==> src/core/adq_pkg.sv <==
package adq_pkg;
  localparam int ADQ_ADDR_W = 6;
  localparam logic [5:0] ADQ_OFF_MODE = 6'h00;
  localparam logic [5:0] ADQ_OFF_CHAN = 6'h04;
  localparam logic [5:0] ADQ_OFF_SCAN = 6'h08;
  localparam logic [5:0] ADQ_OFF_SOFT = 6'h0c;
  localparam logic [5:0] ADQ_OFF_RESULT = 6'h10;
  localparam logic [5:0] ADQ_OFF_DIV1 = 6'h14;
  localparam logic [5:0] ADQ_OFF_DIV2 = 6'h18;
  localparam logic [5:0] ADQ_OFF_DMAADDR = 6'h1c;
  localparam logic [5:0] ADQ_OFF_DMACNT = 6'h20;
  localparam logic [5:0] ADQ_OFF_DMACTL = 6'h24;
  localparam logic [5:0] ADQ_OFF_STATUS = 6'h28;
  localparam logic [2:0] ADQ_MODE_SOFT_POLL = 3'h0;
  localparam logic [2:0] ADQ_MODE_TIMER_INT = 3'h1;
  localparam logic [2:0] ADQ_MODE_TIMER_DMA = 3'h2;
  localparam logic [2:0] ADQ_MODE_EXT_POLL = 3'h3;
  localparam logic [2:0] ADQ_MODE_EXT_INT = 3'h4;
  localparam logic [2:0] ADQ_MODE_EXT_DMA = 3'h5;
  localparam logic [2:0] ADQ_MODE_RST = ADQ_MODE_SOFT_POLL;
  localparam logic [3:0] ADQ_CHAN_RST = 4'h0;
  localparam logic [3:0] ADQ_DIFF_MAX = 4'h7;
  localparam logic [15:0] ADQ_DIV_RST = 16'h0002;
  localparam int ADQ_CHAN_DIFF_BIT = 4;
  localparam int ADQ_CTL_START = 0;
  localparam int ADQ_CTL_ABORT = 1;
  localparam int ADQ_CTL_IRQEN = 2;
  localparam int ADQ_ST_READYN = 0;
  localparam int ADQ_ST_DMARUN = 1;
  localparam int ADQ_ST_DMADONE = 2;
  localparam int ADQ_ST_IRQ = 3;
  localparam int ADQ_ST_BUSY = 4;
  localparam logic [26:0] ADQ_BYTES_PER_XFER = 27'h0000004;
  localparam logic [26:0] ADQ_BYTES_PER_WORD = 27'h0000002;
  localparam logic [26:0] ADQ_BYTES_MAX = 27'h4000000;
  localparam logic [1:0] ADQ_BUF_DEPTH = 2'h2;
endpackage

==> src/core/adq_stream_if.sv <==
`timescale 1ns/10ps
interface adq_stream_if;
  logic inValid;
  logic inReady;
  logic [31:0] inData;
  logic outValid;
  logic outReady;
  logic [31:0] outData;
  logic flush;
  modport src (output inValid, output inData, output outReady,
    output flush, input inReady, input outValid, input outData);
  modport fifo (input inValid, input inData, input outReady,
    input flush, output inReady, output outValid, output outData);
endinterface

==> src/core/adq_acquire_ctrl.sv <==
`timescale 1ns/10ps
module adq_acquire_ctrl import adq_pkg::*; (
  input wire logic clk,
  input wire logic sys_rst,
  input wire logic [5:0] ioAddr,
  input wire logic ioWr,
  input wire logic ioRd,
  input wire logic [31:0] ioWdata,
  output logic [31:0] ioRdata,
  output logic convStart,
  output logic [3:0] convChannel,
  input wire logic convDone,
  input wire logic [11:0] convData,
  input wire logic extTrig,
  output logic dmaEnable,
  output logic busReq,
  input wire logic busGnt,
  output logic mstValid,
  output logic [31:0] mstAddr,
  output logic [31:0] mstData,
  input wire logic mstAck,
  output logic irqReq
);
  typedef struct packed {
    logic [2:0] mode;
    logic [3:0] startChan;
    logic [3:0] curChan;
    logic sweep;
    logic diffIn;
    logic [15:0] div1;
    logic [15:0] div2;
    logic [31:0] dmaAddr;
    logic [26:0] dmaLeft;
    logic [26:0] queueLeft;
    logic dmaRun;
    logic dmaDone;
    logic irqEn;
    logic convBusy;
    logic convStart;
    logic dataReadyN;
    logic irqLevel;
    logic halfValid;
    logic [15:0] halfWord;
    logic [15:0] result;
    logic [31:0] rdata;
    logic [2:0] extSync;
    logic extLevel;
    logic extPrev;
  } adq_state_t;
  adq_state_t st;
  adq_state_t next_st;

  adq_stream_if bufIf ();
  logic tick1;
  logic pacerTick;
  logic pacerRun;
  logic timerMode;
  logic extMode;
  logic dmaMode;
  logic intMode;
  logic softWr;
  logic chanWr;
  logic resultRd;
  logic trigger;
  logic trigOk;
  logic xferDone;
  logic convTaken;
  logic [15:0] packed16;
  logic [3:0] chanLimited;

  assign timerMode = st.mode == ADQ_MODE_TIMER_INT ||
    st.mode == ADQ_MODE_TIMER_DMA;
  assign extMode = st.mode == ADQ_MODE_EXT_POLL ||
    st.mode == ADQ_MODE_EXT_INT || st.mode == ADQ_MODE_EXT_DMA;
  assign dmaMode = st.mode == ADQ_MODE_TIMER_DMA ||
    st.mode == ADQ_MODE_EXT_DMA;
  assign intMode = st.mode == ADQ_MODE_TIMER_INT ||
    st.mode == ADQ_MODE_EXT_INT;
  assign softWr = ioWr && ioAddr == ADQ_OFF_SOFT;
  assign chanWr = ioWr && ioAddr == ADQ_OFF_CHAN;
  assign resultRd = ioRd && ioAddr == ADQ_OFF_RESULT;

  // Pacer stops with an aborted or finished block
  assign pacerRun = timerMode && (!dmaMode || st.dmaRun);

  adq_pacer_div firstDiv (
    .clk(clk),
    .sys_rst(sys_rst),
    .run(pacerRun),
    .tickIn(1'b1),
    .divisor(st.div1),
    .tickOut(tick1)
  );

  adq_pacer_div secondDiv (
    .clk(clk),
    .sys_rst(sys_rst),
    .run(pacerRun),
    .tickIn(tick1),
    .divisor(st.div2),
    .tickOut(pacerTick)
  );

  adq_pair_buffer pairBuf (
    .clk(clk),
    .sys_rst(sys_rst),
    .s(bufIf.fifo)
  );

  // Triggers that arrive while busy or while the buffer is full are dropped
  assign trigOk = !st.convBusy && (!dmaMode ||
    (st.dmaRun && bufIf.inReady && st.queueLeft != 27'h0));
  always_comb begin
    case (st.mode)
      ADQ_MODE_SOFT_POLL: trigger = softWr;
      ADQ_MODE_TIMER_INT, ADQ_MODE_TIMER_DMA: trigger = pacerTick;
      ADQ_MODE_EXT_POLL, ADQ_MODE_EXT_INT, ADQ_MODE_EXT_DMA:
        trigger = st.extLevel && !st.extPrev;
      default: trigger = 1'b0;
    endcase
  end

  assign packed16 = {convData, st.curChan};
  assign chanLimited = ioWdata[ADQ_CHAN_DIFF_BIT] ?
    (ioWdata[3:0] & ADQ_DIFF_MAX) : ioWdata[3:0];
  assign xferDone = mstValid && mstAck;
  assign convTaken = convDone && st.convBusy;

  // Queue a longword; an odd last result is padded with zero above,
  // but only once no conversion is pending, or a pair would split
  assign bufIf.inValid = dmaMode && st.dmaRun && st.halfValid &&
    (convTaken || (st.queueLeft == 27'h0 && !st.convBusy));
  assign bufIf.inData = convTaken ?
    {packed16, st.halfWord} : {16'h0000, st.halfWord};
  assign bufIf.outReady = xferDone;
  assign bufIf.flush = ioWr && ioAddr == ADQ_OFF_DMACTL &&
    (ioWdata[ADQ_CTL_START] || ioWdata[ADQ_CTL_ABORT]);

  always_comb begin
    next_st = st;
    next_st.convStart = 1'b0;
    next_st.extSync = {st.extSync[1:0], extTrig};
    next_st.extPrev = st.extLevel;
    if (st.extSync[2] == st.extSync[1]) begin
      next_st.extLevel = st.extSync[2];
    end
    if (resultRd) begin
      next_st.dataReadyN = 1'b1;
      next_st.irqLevel = 1'b0;
    end
    if (ioWr) begin
      case (ioAddr)
        ADQ_OFF_MODE: begin
          if (ioWdata[2:0] <= ADQ_MODE_EXT_DMA) begin
            next_st.mode = ioWdata[2:0];
          end
        end
        ADQ_OFF_CHAN: begin
          next_st.diffIn = ioWdata[ADQ_CHAN_DIFF_BIT];
          next_st.startChan = chanLimited;
          next_st.curChan = chanLimited;
        end
        ADQ_OFF_SCAN: next_st.sweep = ioWdata[0];
        ADQ_OFF_DIV1: next_st.div1 = ioWdata[15:0];
        ADQ_OFF_DIV2: next_st.div2 = ioWdata[15:0];
        ADQ_OFF_DMAADDR: next_st.dmaAddr = {ioWdata[31:2], 2'b00};
        ADQ_OFF_DMACNT: begin
          next_st.dmaLeft = ioWdata[26:0];
          next_st.queueLeft = ioWdata[26:0];
        end
        ADQ_OFF_DMACTL: begin
          next_st.irqEn = ioWdata[ADQ_CTL_IRQEN];
          next_st.halfValid = 1'b0;
          if (ioWdata[ADQ_CTL_ABORT]) begin
            next_st.dmaRun = 1'b0;
          end else if (ioWdata[ADQ_CTL_START] && dmaMode &&
              st.dmaLeft != 27'h0 && st.dmaLeft <= ADQ_BYTES_MAX) begin
            next_st.dmaRun = 1'b1;
            next_st.dmaDone = 1'b0;
          end
        end
        default: next_st.mode = st.mode;
      endcase
    end
    if (trigger && trigOk) begin
      next_st.convStart = 1'b1;
      next_st.convBusy = 1'b1;
      if (dmaMode) begin
        next_st.queueLeft = (st.queueLeft > ADQ_BYTES_PER_WORD) ?
          st.queueLeft - ADQ_BYTES_PER_WORD : 27'h0;
      end
    end
    if (convDone && st.convBusy) begin
      next_st.convBusy = 1'b0;
      next_st.result = packed16;
      next_st.dataReadyN = 1'b0;
      if (intMode) begin
        next_st.irqLevel = 1'b1;
      end
      if (!chanWr) begin
        if (st.sweep && st.curChan != 4'h0) begin
          next_st.curChan = st.curChan - 4'h1;
        end else begin
          next_st.curChan = st.startChan;
        end
      end
      if (dmaMode && st.dmaRun && !st.halfValid) begin
        next_st.halfWord = packed16;
        next_st.halfValid = 1'b1;
      end
    end
    if (bufIf.inValid && bufIf.inReady) begin
      next_st.halfValid = 1'b0;
    end
    if (xferDone) begin
      next_st.dmaAddr = st.dmaAddr + 32'h00000004;
      if (st.dmaLeft <= ADQ_BYTES_PER_XFER) begin
        next_st.dmaLeft = 27'h0;
        next_st.dmaRun = 1'b0;
        next_st.dmaDone = 1'b1;
      end else begin
        next_st.dmaLeft = st.dmaLeft - ADQ_BYTES_PER_XFER;
      end
    end
    if (ioRd) begin
      case (ioAddr)
        ADQ_OFF_MODE: next_st.rdata = {29'h0, st.mode};
        ADQ_OFF_CHAN: next_st.rdata = {27'h0, st.diffIn, st.startChan};
        ADQ_OFF_SCAN: next_st.rdata = {31'h0, st.sweep};
        ADQ_OFF_RESULT: next_st.rdata = {16'h0000, st.result};
        ADQ_OFF_DIV1: next_st.rdata = {16'h0000, st.div1};
        ADQ_OFF_DIV2: next_st.rdata = {16'h0000, st.div2};
        ADQ_OFF_DMAADDR: next_st.rdata = st.dmaAddr;
        ADQ_OFF_DMACNT: next_st.rdata = {5'h00, st.dmaLeft};
        ADQ_OFF_DMACTL: next_st.rdata = {29'h0, st.irqEn, 2'b00};
        ADQ_OFF_STATUS: next_st.rdata = {27'h0, st.convBusy, irqReq,
          st.dmaDone, st.dmaRun, st.dataReadyN};
        default: next_st.rdata = 32'h00000000;
      endcase
    end
  end

  always_ff @(posedge clk or posedge sys_rst) begin
    if (sys_rst) begin
      st <= '0;
      st.mode <= ADQ_MODE_RST;
      st.startChan <= ADQ_CHAN_RST;
      st.curChan <= ADQ_CHAN_RST;
      st.div1 <= ADQ_DIV_RST;
      st.div2 <= ADQ_DIV_RST;
      st.dataReadyN <= 1'b1;
    end else begin
      st <= next_st;
    end
  end

  // Bus is held only while a longword waits
  assign busReq = dmaMode && st.dmaRun && bufIf.outValid;
  assign mstValid = busReq && busGnt;
  assign mstAddr = st.dmaAddr;
  assign mstData = bufIf.outData;
  assign dmaEnable = dmaMode;
  assign irqReq = st.irqLevel || (st.dmaDone && st.irqEn);
  assign convStart = st.convStart;
  assign convChannel = st.curChan;
  assign ioRdata = st.rdata;
endmodule

==> src/core/adq_pacer_div.sv <==
`timescale 1ns/10ps
module adq_pacer_div import adq_pkg::*; (
  input wire logic clk,
  input wire logic sys_rst,
  input wire logic run,
  input wire logic tickIn,
  input wire logic [15:0] divisor,
  output logic tickOut
);
  typedef struct packed {
    logic [15:0] cnt;
    logic tick;
  } adq_div_t;
  adq_div_t st;
  adq_div_t next_st;

  // Divisor 0 or 1 passes every input tick
  always_comb begin
    next_st = st;
    next_st.tick = 1'b0;
    if (!run) begin
      next_st.cnt = 16'h0000;
    end else if (tickIn) begin
      if ({1'b0, st.cnt} + 17'h00001 >= {1'b0, divisor}) begin
        next_st.cnt = 16'h0000;
        next_st.tick = 1'b1;
      end else begin
        next_st.cnt = st.cnt + 16'h0001;
      end
    end
  end

  always_ff @(posedge clk or posedge sys_rst) begin
    if (sys_rst) begin
      st <= '0;
    end else begin
      st <= next_st;
    end
  end

  assign tickOut = st.tick;
endmodule

==> src/core/adq_pair_buffer.sv <==
`timescale 1ns/10ps
module adq_pair_buffer import adq_pkg::*; (
  input wire logic clk,
  input wire logic sys_rst,
  adq_stream_if.fifo s
);
  typedef struct packed {
    logic [1:0][31:0] ent;
    logic [1:0] count;
  } adq_buf_t;
  adq_buf_t st;
  adq_buf_t next_st;
  logic push;
  logic pop;

  assign s.inReady = st.count != ADQ_BUF_DEPTH;
  assign s.outValid = st.count != 2'h0;
  assign s.outData = st.ent[0];
  assign push = s.inValid && s.inReady;
  assign pop = s.outValid && s.outReady;

  always_comb begin
    next_st = st;
    if (s.flush) begin
      next_st.count = 2'h0;
    end else begin
      case ({push, pop})
        2'b10: begin
          next_st.ent[st.count[0]] = s.inData;
          next_st.count = st.count + 2'h1;
        end
        2'b01: begin
          next_st.ent[0] = st.ent[1];
          next_st.count = st.count - 2'h1;
        end
        2'b11: begin
          if (st.count == 2'h1) begin
            next_st.ent[0] = s.inData;
          end else begin
            next_st.ent[0] = st.ent[1];
            next_st.ent[1] = s.inData;
          end
        end
        default: begin
          next_st.count = st.count;
        end
      endcase
    end
  end

  always_ff @(posedge clk or posedge sys_rst) begin
    if (sys_rst) begin
      st <= '0;
    end else begin
      st <= next_st;
    end
  end
endmodule

==> config.mk <==
export PLATFORM = sky130hd
export DESIGN_NAME = adq_acquire_ctrl
export DESIGN_NICKNAME = d
export VERILOG_FILES = /design/src/core/adq_pkg.sv /design/src/core/adq_stream_if.sv /design/src/core/adq_acquire_ctrl.sv /design/src/core/adq_pacer_div.sv /design/src/core/adq_pair_buffer.sv
export SDC_FILE = /design/constraint.sdc
export NUM_CORES = 1
export LEC_CHECK = 0
export BUFFER_PORTS_ARGS = -buffer_cell sky130_fd_sc_hd__buf_2
export CORE_MARGIN = 2
export CORE_UTILIZATION = 40
export CTS_BUF_LIST = sky130_fd_sc_hd__clkbuf_4 sky130_fd_sc_hd__clkbuf_8
export CTS_CLUSTER_SIZE = 12
export DETAILED_ROUTE_END_ITERATION = 16
export PLACE_DENSITY_LB_ADDON = 0.15
export SETUP_SLACK_MARGIN = 0.05
export SLEW_MARGIN = 20
export SYNTH_ARGS = -nofsm -noshare
export SYNTH_HDL_FRONTEND = slang
export SYNTH_SLANG_ARGS = --single-unit
==> constraint.sdc <==
create_clock -name clk -period 12.11 [get_ports clk]
set_input_delay 1.211 -clock clk [delete_from_list [all_inputs] [get_ports clk]]
set_output_delay 1.211 -clock clk [all_outputs]
set_load 0.03 [all_outputs]
# Word level (Yosys, flattened, before mapping)
# Index checks and enable logic that the tools add are counted.
[op_classes]
add_sub_neg = 10
order_cmp = 8
eq_ne = 23
n_mux = 53
bitwise = 1
n_reduce_logical = 68
[ops]
columns = ["operator", "count"]
rows = [
  ["one-hot mux 32 bit (10 select lines)", 1],
  ["two-way mux 32 bit", 5],
  ["two-way mux 127 bit", 1],
  ["two-way mux 27 bit", 4],
  ["two-way mux 16 bit", 6],
  ["one-hot mux 32 bit (3 select lines)", 1],
  ["bitwise mux 64 bit", 1],
  ["one-hot mux 32 bit (2 select lines)", 1],
  ["two-way mux 59 bit", 1],
  ["two-way mux 54 bit", 1],
  ["nonzero test 27 bit", 2],
  ["two-way mux 35 bit", 1],
  ["adder 16 x 1 -> 17 bit (second input constant)", 2],
  [">= comparator 17 x 16 -> 1 bit", 2],
  ["two-way mux 17 bit", 2],
  ["adder 16 x 1 -> 16 bit (second input constant)", 2],
  ["adder 32 x 3 -> 32 bit (second input constant)", 1],
  ["demux 32 bit (select 1 bit)", 1],
  ["logical AND 1 bit", 28],
  ["greater-than comparator 27 x 2 -> 1 bit (second input constant)", 1],
  ["<= comparator 27 bit (second input constant)", 1],
  ["<= comparator 27 x 3 -> 1 bit (second input constant)", 1],
  ["zero test 27 bit", 1],
  ["subtractor 27 x 2 -> 27 bit (second input constant)", 1],
  ["other kinds (36)", 95],
]
[word_totals]
ff_bits = 308
input_bits = 58
out_inout_bits = 105
elab_cells = 194

# Logic depth before layout (Yosys ltp)
# Gate-level depths: netlist of the first run.
[logic_depth]
word_depth = 11
depth_mapped = 13
mapped_depth_nobuf = 13

# Cells and area by module
# A second synthesis of the first run with hierarchy kept.
[hier_totals]
hier_cells = 1978
hier_area_um2 = 18760.5
[modules_own_cells]
columns = ["mod", "n_inst", "cells_each", "area_each_um2", "seq_area_each_um2"]
rows = [
  ["adq_acquire_ctrl", 1, 1213, 11512.3, 5158.7],
  ["adq_pair_buffer", 1, 389, 3982.6, 1651.6],
  ["adq_pacer_div", 2, 188, 1632.8, 425.4],
]

# Worst setup path after synthesis of the first run
# Ideal clock, no wire load.
[synth_path]
path_type = "input to register"
start = "in ioAddr[5]"
end = "reg st[103] (netlist bit)"
setup_time_ps = 126
arrival_ps = 3388
required_time_ps = 11984
slack_ps = 8595
stages = 7
n_path_buf = 1
path_cell_list = "or3b_2 or4b_2 a21oi_1 and2_1 buf_2 nand4_1 a311o_1"
[synth_rtl]
columns = ["item", "line_no", "text"]
rows = [
  ["from (decl)", "adq_acquire_ctrl.sv:5", "input wire logic [5:0] ioAddr,"],
  ["to (signal assigned)", "adq_acquire_ctrl.sv:253", "st <= next_st;"],
  ["to (decl)", "adq_acquire_ctrl.sv:50", "adq_state_t st;"],
]

==> results of run 1 <==
layout make-up:
cell class                      instances  area [um^2]  area share, %
Multi-Input combinational cell       1100         7946          42.51
Sequential cell                       306         7661          40.98
Clock buffer                           89         1094          5.850
Timing Repair Buffer                  183         1026          5.488
Tap cell                              539        674.4          3.608
Inverter                               54        210.2          1.124
Clock inverter                         10        82.58         0.4417
flip-flops by register name, indices dropped and copies added (netlist names):
name / cells
secondDiv.tickOut: 1
firstDiv.tickOut: 1
convStart: 1
secondDiv.st: 16
mstAddr: 30
ioRdata: 32
pairBuf.st: 34
firstDiv.st: 16
pairBuf.s.outData: 32
convChannel: 4
st: 136
next_st: 3
logic make-up (layout without fill, tap and decap cells):
family                   after synthesis  count (layout)  synth area share [%]
multiplexers                         134             134                 8.820
adder cells (fa/ha/maj)               44              44                 3.252
AO/OA/AOI/OAI                        403             403                 17.94
buffers and inverters                239             336                 7.773
XOR/XNOR                              37              37                 1.923
AND/OR/NAND/NOR                      480             480                 14.82
flip-flops                           306             306                 45.46
other                                  1               2               0.02225
per-stage QoR:
step / area (um^2) / setup slack (ns) / utilization [%]
after floorplan: 16860 / 2.445 / -
after global placement: 17440 / 7.603 / 41.77
after detailed placement: 17490 / 7.541 / 41.88
after global routing: 18690 / 7.993 / 44.77
after CTS: 18670 / 8.232 / 44.70
final: 18690 / 8.118 / 44.77
routing by layer:
layer	global-route usage (%)	up-vias	part of all wire, %	routed length (um)
li1	-	6132	-	-
met1	34.37	6726	47	24040
met2	35.05	403	44	22540
met3	4.743	87	6.7	3446
met4	7.118	2	2.5	1260
met5	0	-	0.033	17
worst paths after layout:
| kind | cells past startpoint | from | slack (ns) | to |
|---|---|---|---|---|
| worst min-delay path | 0 | next_st[3]$_DFF_PP0_ | 0.35 | next_st[4]$_DFF_PP0_ |
| worst max register to register | 7 | st[90]$_DFF_PP0_ | 8.33 | pairBuf.st[56]$_DFFE_PP0P_ |
| max in group asynchronous | 4 | sys_rst | 9.79 | st[4]$_DFF_PP0_ |
| min in group asynchronous | 2 | sys_rst | 0.74 | ioRdata[28]$_DFFE_PP0P_ |
| worst max-delay path | 7 | ioAddr[4] | 8.12 | st[82]$_DFF_PP0_ |
| worst min register to register | 0 | next_st[3]$_DFF_PP0_ | 0.35 | next_st[4]$_DFF_PP0_ |
layout by cell type (no fill, tap or decap), drive strengths merged, types with 24 or more instances in the layout:
cell,synthesis,layout
a21o,51,51
a21oi,53,53
a22o,49,49
a22oi,33,33
and3,42,42
buf,118,183
clkbuf,67,89
dfrtp,303,303
ha,43,43
inv,54,55
mux2,116,116
nand2,106,106
nand3,43,43
nor2,104,104
nor3,35,35
o21ai,42,42
xnor2,24,24
where the power goes:
part,total (mW),switching (mW),internal (mW)
sequential,1.26,0.146,1.12
combinational,0.433,0.269,0.164
clock,1.04,0.466,0.573
total,2.73,0.881,1.85
worst max-delay path: cells and delay by family:
kind,cells,cell delay (ns)
AND/OR/NAND/NOR,4,2.28
AO/OA/AOI/OAI,2,0.80
buffers and inverters,1,0.21
==> reports/metrics.yaml, run 1 <==
run_status:
  outcome: "finished clean"
min_path:
  hold_class: "reg -> reg"
routing:
  wl_um: 51310
  antenna_left: 0
  drc: 0
  vias: 13350
  first_pass_iters: 5
  routedWlPerCell_um: 22.49
  viasPerCell: 5.853
  drt-initial-drc-count: 1272
pwr:
  p_leak_nw: 9.061
  powerDensity_nw_per_um2: 146.2
  ir_drop_mv: 0.09731
  finalPower_mw: 2.734
logic_synthesis:
  synth_area_leader_cell: "dfrtp_1"
  avgSynthCellArea_um2: 10.25
  netlist.area_leader.share_pct: 44.99
  synth.distinct_cells: 78
  yosys-top-cells-area: "dfrtp_1, mux2_2, buf_4"
  yosys_register_bits: 306
  netlist_top_cells_count: "dfrtp_1, mux2_2, nand2_1"
  synth_edf_count: 0
  yosysSeqAreaShare_pct: 45.46
  synthFlopType: "dfrtp_1"
  synth_cells: 1644
  ys.warnings.count: 0
  syn_area_um2: 16850
  ys_async_sr_fraction_pct: 100.0
  yosysMostFrequentCell: "dfrtp_1"
setup_path:
  arrival_ns: 4.53
  cpPeakStageDelay_ns: 0.79
  worstPathCellList: "buf_2 -> or3b_2 -> or4b_2 -> a21oi_1 -> and2_1 -> nor2_1 -> a221o_1"
  critPathKind: "in -> reg"
  required_ns: 12.65
  endpoint_kind: "register"
  startpoint_type: "primary input"
  worst_path_max_delay_cell: "and2_1"
  cp_max_fo: 22
cts:
  root_buffer: "clkbuf_8"
  postCtsHoldBufs: 0
  cts_tree: "done"
  htreeDepth: 2
  insertion_delay_ns: 0.67
  numCtsBuffers: 55
  cts_setup_buffers: 0
  max-clock-path-buffers: 3
  cts_sinks: 306
  clkTransAtPathRegs_ns: 0.06
  post_cts_resized: 0
timing:
  fin_setup_tns_ns: 0
  setup_violations: 0
  max-slew-margin-rel_pct: 22.80
  fin_crit_ns: 3.992
  maxSlewViolCount: 0
  holdWs_ns: 0.3484
  tightest_slew_ns: 1.147
  max_freq_mhz: 250.5
  grt_setup_unrepaired: "no"
  post-route-period-util_pct: 32.97
  skew_ns: 0.02843
  hold_viol: 0
die:
  ios: 163
  rows: 75
  core-area_um2: 41760
  die_y_um: 209.3
  start_util_pct: 40.36
  dieArea_um2: 43790
  fp.dieW_um: 209.3
place:
  routabilityCongestion: 0.8634
  portBuffers: 160
  dp_cells: 2181
  dpl.hpwl_um: 36190
grt:
  grt_pass1_wl_um: 79680
  grt_overflow_total: 0
  grt_max_degree: 184
  antenna_found_initial: 3
  grt.total_usage_pct: 23.49
  grt_pass1_vias: 13136
job:
  cap_violations: 0
layout:
  nFillCells: 3944
  layout.cells.non_filler: 2281
  area_growth_pct: 10.92
  drive_gt1_share_pct: 25.14
  n_antenna_cell: 0
  nets: 1801
Power figures use the tool's default switching activity.
==> run 2, diff against run 1 <==
clock period = 3.6 ns   (was 12.11 ns; I/O delays follow)
==> run 2 against run 1 <==
  * Sequential share of layout area is 1.2 points lower
  * Final cell count is 2.5% higher
  * Combinational power grew to 3.5 times the previous value
  * Sequential power grew to 3.4 times the previous value
  * Clock power grew to 3.6 times the previous value
  * Non-clock buffer count is 48 higher
  * Critical endpoint is now secondDiv.st[15]$_DFFE_PP0P_
  * Largest cell class unchanged
  * Largest power group unchanged
==> reports/metrics.yaml, run 2 (same netlist as run 1, synthesis figures left out) <==
job:
  cap_violations: 0  # unchanged
place:
  dpl.hpwl_um: 37380  # +3.3%
  pre_cts_ws_ns: 0.2069  # -7.334 ns
  routabilityCongestion: 0.8651  # +0.20%
  place_area_um2: 17710  # +1.2%
  portBuffers: 160  # unchanged
die:
  fp.dieW_um: 209.3  # unchanged
  start_util_pct: 40.36  # unchanged
  ios: 163  # unchanged
  dieArea_um2: 43790  # unchanged
  core-area_um2: 41760  # unchanged
  die_y_um: 209.3  # unchanged
  rows: 75  # unchanged
routing:
  drt-initial-drc-count: 1246  # -2.0%
  routedWlPerCell_um: 22.29  # -0.89%
  viasPerCell: 5.811  # -0.71%
  first_pass_iters: 5  # unchanged
  vias: 13581  # +1.7%
  drc: 0  # unchanged
  antenna_left: 0  # unchanged
  wl_um: 52100  # +1.5%
setup_path:
  r2r-end: "secondDiv.st[15]$_DFFE_PP0P_"
  cp_max_fo: 6  # -73%
  ff2ff_path_depth: 13  # +6
  r2r_slack_ns: 0.23  # -8.10 ns
  endpoint_kind: "register"
  required_ns: 4.20  # -8.45 ns
  critPathKind: "reg -> reg"
  timing.rr.start: "secondDiv.st[3]$_DFFE_PP0P_"
  startpoint_type: "register"
  arrival_ns: 3.97  # -0.56 ns
pwr:
  ir_drop_mv: 0.2754  # +180%
  powerDensity_nw_per_um2: 493.8  # +240%
  p_leak_nw: 9.325  # +2.9%
layout:
  largest-register: "st"
  final_area_um2: 19240  # +2.9%
  nets: 1852  # +2.8%
  area_growth_pct: 14.14
  final_cell_mix: "dfrtp_1, buf_2, mux2_2, nand2_1, nor2_1"
  reg.largest.list: "st: 136 flops, pairBuf.st: 34 flops"
  final_common_cell: "dfrtp_1"
  seqCellArea_um2: 7661  # unchanged
  n_antenna_cell: 0  # unchanged
  nFillCells: 4024  # +2.0%
  drive_gt1_share_pct: 26.25  # +1.1 points
  multiInputGateArea_um2: 7955  # +0.11%
  largest_reg_flops: 136  # unchanged
timing:
  setup_slack_ns: 0.2266  # -7.891 ns
  hold_viol: 0  # unchanged
  post-route-period-util_pct: 93.71
  grt_setup_unrepaired: "no"
  fin_crit_ns: 3.373
  tightest_slew_ns: 0.8311  # -0.3163 ns
  max-slew-margin-rel_pct: 43.16  # +20 points
  maxSlewViolCount: 0  # unchanged
  setup_violations: 0  # unchanged
  skew_ns: 0.03362  # +0.005188 ns
  max_freq_mhz: 296.4
cts:
  max-clock-path-buffers: 3  # unchanged
  numCtsBuffers: 58  # +5.5%
  htreeDepth: 2  # unchanged
  insertion_delay_ns: 0.68  # about the same
  root_buffer: "clkbuf_8"
  cts_sinks: 306  # unchanged
  cts_tree: "done"
  clkTransAtPathRegs_ns: 0.06  # about the same
min_path:
  min_path_cells: 3  # +3
  min_from: "ioWdata[22]"
  hold_class: "in -> reg"
  min_to: "mstAddr[22]$_DFFE_PP0P_"
grt:
  grt_overflow_total: 0  # unchanged
  grt_max_degree: 94  # -49%
  use_met3_pct: 3.756  # -0.99 points
  grt.busiest_layer: "met1"
  gr-usage-met1_pct: 35.71  # +1.3 points
  grt_pass1_wl_um: 79950  # +0.34%
  use_met2_pct: 34.75  # -0.30 points
  grt_pass1_vias: 13105  # -0.24%
  grt.total_usage_pct: 23.70  # +0.21 points
  antenna_found_initial: 4  # +1
run_status:
  outcome: "finished clean"
run 2: how the worst max path moves through the flow:
stage | slack (ns) | to | cells after the start | from
global route | 0.06 | secondDiv.st[15]$_DFFE_PP0P_ | 13 | secondDiv.st[3]$_DFFE_PP0P_
finish | 0.23 | secondDiv.st[15]$_DFFE_PP0P_ | 13 | secondDiv.st[3]$_DFFE_PP0P_
CTS | 0.18 | secondDiv.st[14]$_DFFE_PP0P_ | 13 | secondDiv.st[3]$_DFFE_PP0P_
global placement | 0.29 | secondDiv.st[1]$_DFFE_PP0P_ | 13 | secondDiv.st[3]$_DFFE_PP0P_
detailed placement | 0.21 | secondDiv.st[1]$_DFFE_PP0P_ | 13 | secondDiv.st[3]$_DFFE_PP0P_
floorplan | -0.83 | convChannel[0]$_DFF_PP0_ | 1 | sys_rst
run 2: worst max-delay path: stages (launching register included):
cell	delay, ns
dfrtp_1	0.43
nand3_2	0.16
or4_1	0.61
or2_2	0.34
nand2_1	0.10
nand2_1	0.07
ha_1	0.28
nand4_1	0.13
nor2_1	0.09
a211oi_1	0.27
a21boi_2	0.13
buf_4	0.17
a2111oi_0	0.40
a21o_1	0.13
run 2: area by class of cell:
type | instances | share of cell area, %
Sequential cell | 306 | 39.82
Tap cell | 539 | 3.506
Clock inverter | 8 | 0.5268
Inverter | 54 | 1.073
Multi-Input combinational cell | 1100 | 41.35
Timing Repair Buffer | 231 | 7.545
Clock buffer | 99 | 6.172
run 2: layer usage:
layer  vias up  share of wire (%)  routed length (um)
met4         2                2.6                1370
met3       101                5.8                3045
met5         -              0.031                  16
met2       425                 43               22450
met1      6817                 48               25220
li1       6236                  -                   -
run 2: repair_timing:
| item | in CTS | in global routing |
|---|---|---|
| hold endpoints to repair | 270 | 0 |
| setup endpoints to repair | 0 | 8 |
| hold buffers | 22 | 0 |
| resized for setup | 0 | 6 |
| setup buffers | 0 | 0 |
run 2: stage by stage:
stage	utilization (%)	instances	setup TNS (ns)	hold slack (ns)	power (mW)
floorplan	-	1645	-251.04	0.3312	5.233
global placement	42.40	2208	0	0.3323	5.759
detailed placement	42.40	2208	0	0.3358	5.790
CTS	46.01	2337	0	0.003483	9.592
global route	46.07	2337	0	0.03340	9.957
finish	46.07	2337	0	0.03891	9.500
run 2: where the power goes:
part	leakage [nW]	internal [mW]	switching, mW
sequential	4.13	3.75	0.497
combinational	4.51	0.594	0.919
clock	0.686	2.15	1.59
total	9.32	6.49	3.01
==> run 3, diff against run 2 <==
clock period = 4.25 ns   (was 3.6 ns; I/O delays follow)
==> run 3 against run 2 <==
  * Sequential power shrank 16%
  * Global-route usage is essentially flat
  * Clock power decreased by 20%
  * Highest routed layer unchanged
==> reports/metrics.yaml, run 3 (same netlist as run 1, synthesis figures left out) <==
setup_path:
  r2r-end: "secondDiv.st[1]$_DFFE_PP0P_"
  r2r_slack_ns: 0.57  # +0.34 ns
  arrival_ns: 4.27  # +0.30 ns
  timing.rr.start: "secondDiv.st[3]$_DFFE_PP0P_"
  cp_max_fo: 10  # +4
  required_ns: 4.83  # +0.63 ns
  ff2ff_path_depth: 12  # -1
  startpoint_type: "register"
  endpoint_kind: "register"
  critPathKind: "reg -> reg"
cts:
  root_buffer: "clkbuf_8"
  post_cts_resized: 0  # unchanged
  cts_sinks: 306  # unchanged
  htreeDepth: 2  # unchanged
  clkTransAtPathRegs_ns: 0.06  # about the same
  postCtsHoldBufs: 12  # -45%
  max-clock-path-buffers: 3  # unchanged
  numCtsBuffers: 56  # -3.4%
  cts_tree: "done"
  cts_setup_buffers: 0  # unchanged
  insertion_delay_ns: 0.66  # -0.02 ns
pwr:
  finalPower_mw: 7.833  # -18%
  ir_drop_mv: 0.2599  # -5.6%
  p_leak_nw: 9.203  # -1.3%
  clkPwrFrac_pct: 38.1  # -1.3 points
  combPwrFrac_pct: 16.2  # +0.3 points
  p_switching_mw: 2.493  # -17%
  seq_power_share_pct: 45.8  # +1.1 points
  swShare_pct: 31.83  # +0.18 points
  p_int_mw: 5.339  # -18%
  powerDensity_nw_per_um2: 413.0  # -16%
layout:
  final_common_cell: "dfrtp_1"
  nets: 1831  # -1.1%
  seqCellArea_um2: 7661  # unchanged
  nFillCells: 3969  # -1.4%
  largest-register: "st"
  drive_gt1_share_pct: 25.61  # -0.65 points
  final_core_util_pct: 45.42  # -0.65 points
  layout.cells.non_filler: 2315  # -0.94%
  largest_reg_flops: 136  # unchanged
  reg.largest.list: "st: 136 flops, pairBuf.st: 34 flops"
  multiInputGateArea_um2: 7941  # -0.17%
  area_growth_pct: 12.53
  final_cell_mix: "dfrtp_1, buf_2, mux2_2, nand2_1, nor2_1"
place:
  routabilityCongestion: 0.9181  # +6.1%
  dp_cells: 2197  # -0.50%
  portBuffers: 160  # unchanged
  dpl.hpwl_um: 36830  # -1.5%
  pre_cts_ws_ns: 0.3012  # +0.09431 ns
die:
  ios: 163  # unchanged
  rows: 75  # unchanged
  fp.dieW_um: 209.3  # unchanged
  die_y_um: 209.3  # unchanged
  start_util_pct: 40.36  # unchanged
  core-area_um2: 41760  # unchanged
  dieArea_um2: 43790  # unchanged
min_path:
  hold_class: "in -> reg"
  min_to: "st[64]$_DFFE_PP0P_"
  min_from: "convData[7]"
  min_path_cells: 2  # -1
routing:
  drt-initial-drc-count: 1094  # -12%
  routedWlPerCell_um: 22.52  # +1.0%
  vias: 13475  # -0.78%
  first_pass_iters: 5  # unchanged
  wl_um: 52140  # about the same
  viasPerCell: 5.821  # +0.16%
  antenna_left: 0  # unchanged
  drc: 0  # unchanged
timing:
  skew_ns: 0.02984  # -0.003777 ns
  post-route-period-util_pct: 86.66  # -7.0 points
  setup_violations: 0  # unchanged
  hold_viol: 0  # unchanged
  setup_slack_ns: 0.5670  # +0.3404 ns
  max-slew-margin-rel_pct: 23.94  # -19 points
  maxSlewViolCount: 0  # unchanged
  fin_crit_ns: 3.683  # +0.3096 ns
  grt_setup_unrepaired: "no"
  tightest_slew_ns: 1.141  # +0.3097 ns
  max_freq_mhz: 271.5  # -8.4%
grt:
  grt.total_usage_pct: 23.74  # +0.049 points
  grt_pass1_vias: 13084  # -0.16%
  grt_pass1_wl_um: 80410  # +0.57%
  grt_overflow_total: 0  # unchanged
  antenna_found_initial: 3  # -1
  grt_max_degree: 75  # -20%
run_status:
  outcome: "finished clean"
job:
  cap_violations: 0  # unchanged
[run 3: cell count changes in the layout (fill, tap and decap cells not counted), moves of 3 or more]
cell           delta
dlygate4sd3_1     -9
clkinv_2          +3
diode_2           +3
clkinv_8          -3
buf_4            -10
clkbuf_4          -5
[run 3: cell type report]
type,instances,share of cell area [%]
diodes,3,0.03958
clock buffers,92,5.918
clock inverters,9,0.3497
inverters,54,1.089
multi-input cells,1100,41.87
flip-flops and latches,306,40.39
well taps,539,3.556
repair buffers,212,6.782
[run 3: worst max-delay path by stage]
stage                                      from                          end  depth (start not counted)
floorplan                               sys_rst     convChannel[0]$_DFF_PP0_                          1
finish              secondDiv.st[3]$_DFFE_PP0P_  secondDiv.st[1]$_DFFE_PP0P_                         12
detailed placement  secondDiv.st[3]$_DFFE_PP0P_  secondDiv.st[1]$_DFFE_PP0P_                         12
global placement    secondDiv.st[3]$_DFFE_PP0P_  secondDiv.st[1]$_DFFE_PP0P_                         12
global route        secondDiv.st[3]$_DFFE_PP0P_  secondDiv.st[1]$_DFFE_PP0P_                         12
CTS                 secondDiv.st[3]$_DFFE_PP0P_  secondDiv.st[1]$_DFFE_PP0P_                         12
[run 3: per-layer routing]
metal	part of all wire (%)	up-vias	GRT usage [%]	wire length, um
met3	7.2	66	4.833	3741
met2	44	454	35.29	23100
met1	47	6771	34.87	24250
met4	2.0	2	7.069	1041
met5	0.019	-	0	10
li1	-	6182	-	-
[run 3: through the flow]
stage / instance area, um^2 / hold WS, ns / setup TNS [ns]
2_1_floorplan: 16860 / 0.3312 / -73.79
3_3_place_gp: 17610 / 0.3315 / 0
3_5_place_dp: 17610 / 0.3372 / 0
4_1_cts: 18920 / 0.002868 / 0
5_1_grt: 18960 / 0.03721 / 0
6_report: 18970 / 0.04627 / 0
[run 3: power by group through the flow]
stage	clock [mW]	combinational, mW	sequential [mW]
floorplan	0	1.01	3.42
global placement	0	1.25	3.62
detailed placement	0	1.25	3.63
CTS	3.07	1.27	3.58
global route	3.20	1.40	3.62
finish	2.98	1.27	3.58
[run 3: critical path, cell delays in order (launching register included)]
cell	delay [ns]
dfrtp_1	0.44
nand3_1	0.20
or4_1	0.64
or2_2	0.34
nand2_1	0.08
nand2_1	0.06
ha_1	0.28
nand4_1	0.13
nor2_1	0.09
a211oi_1	0.22
a21boi_1	0.22
nor3_2	0.66
mux2_2	0.27
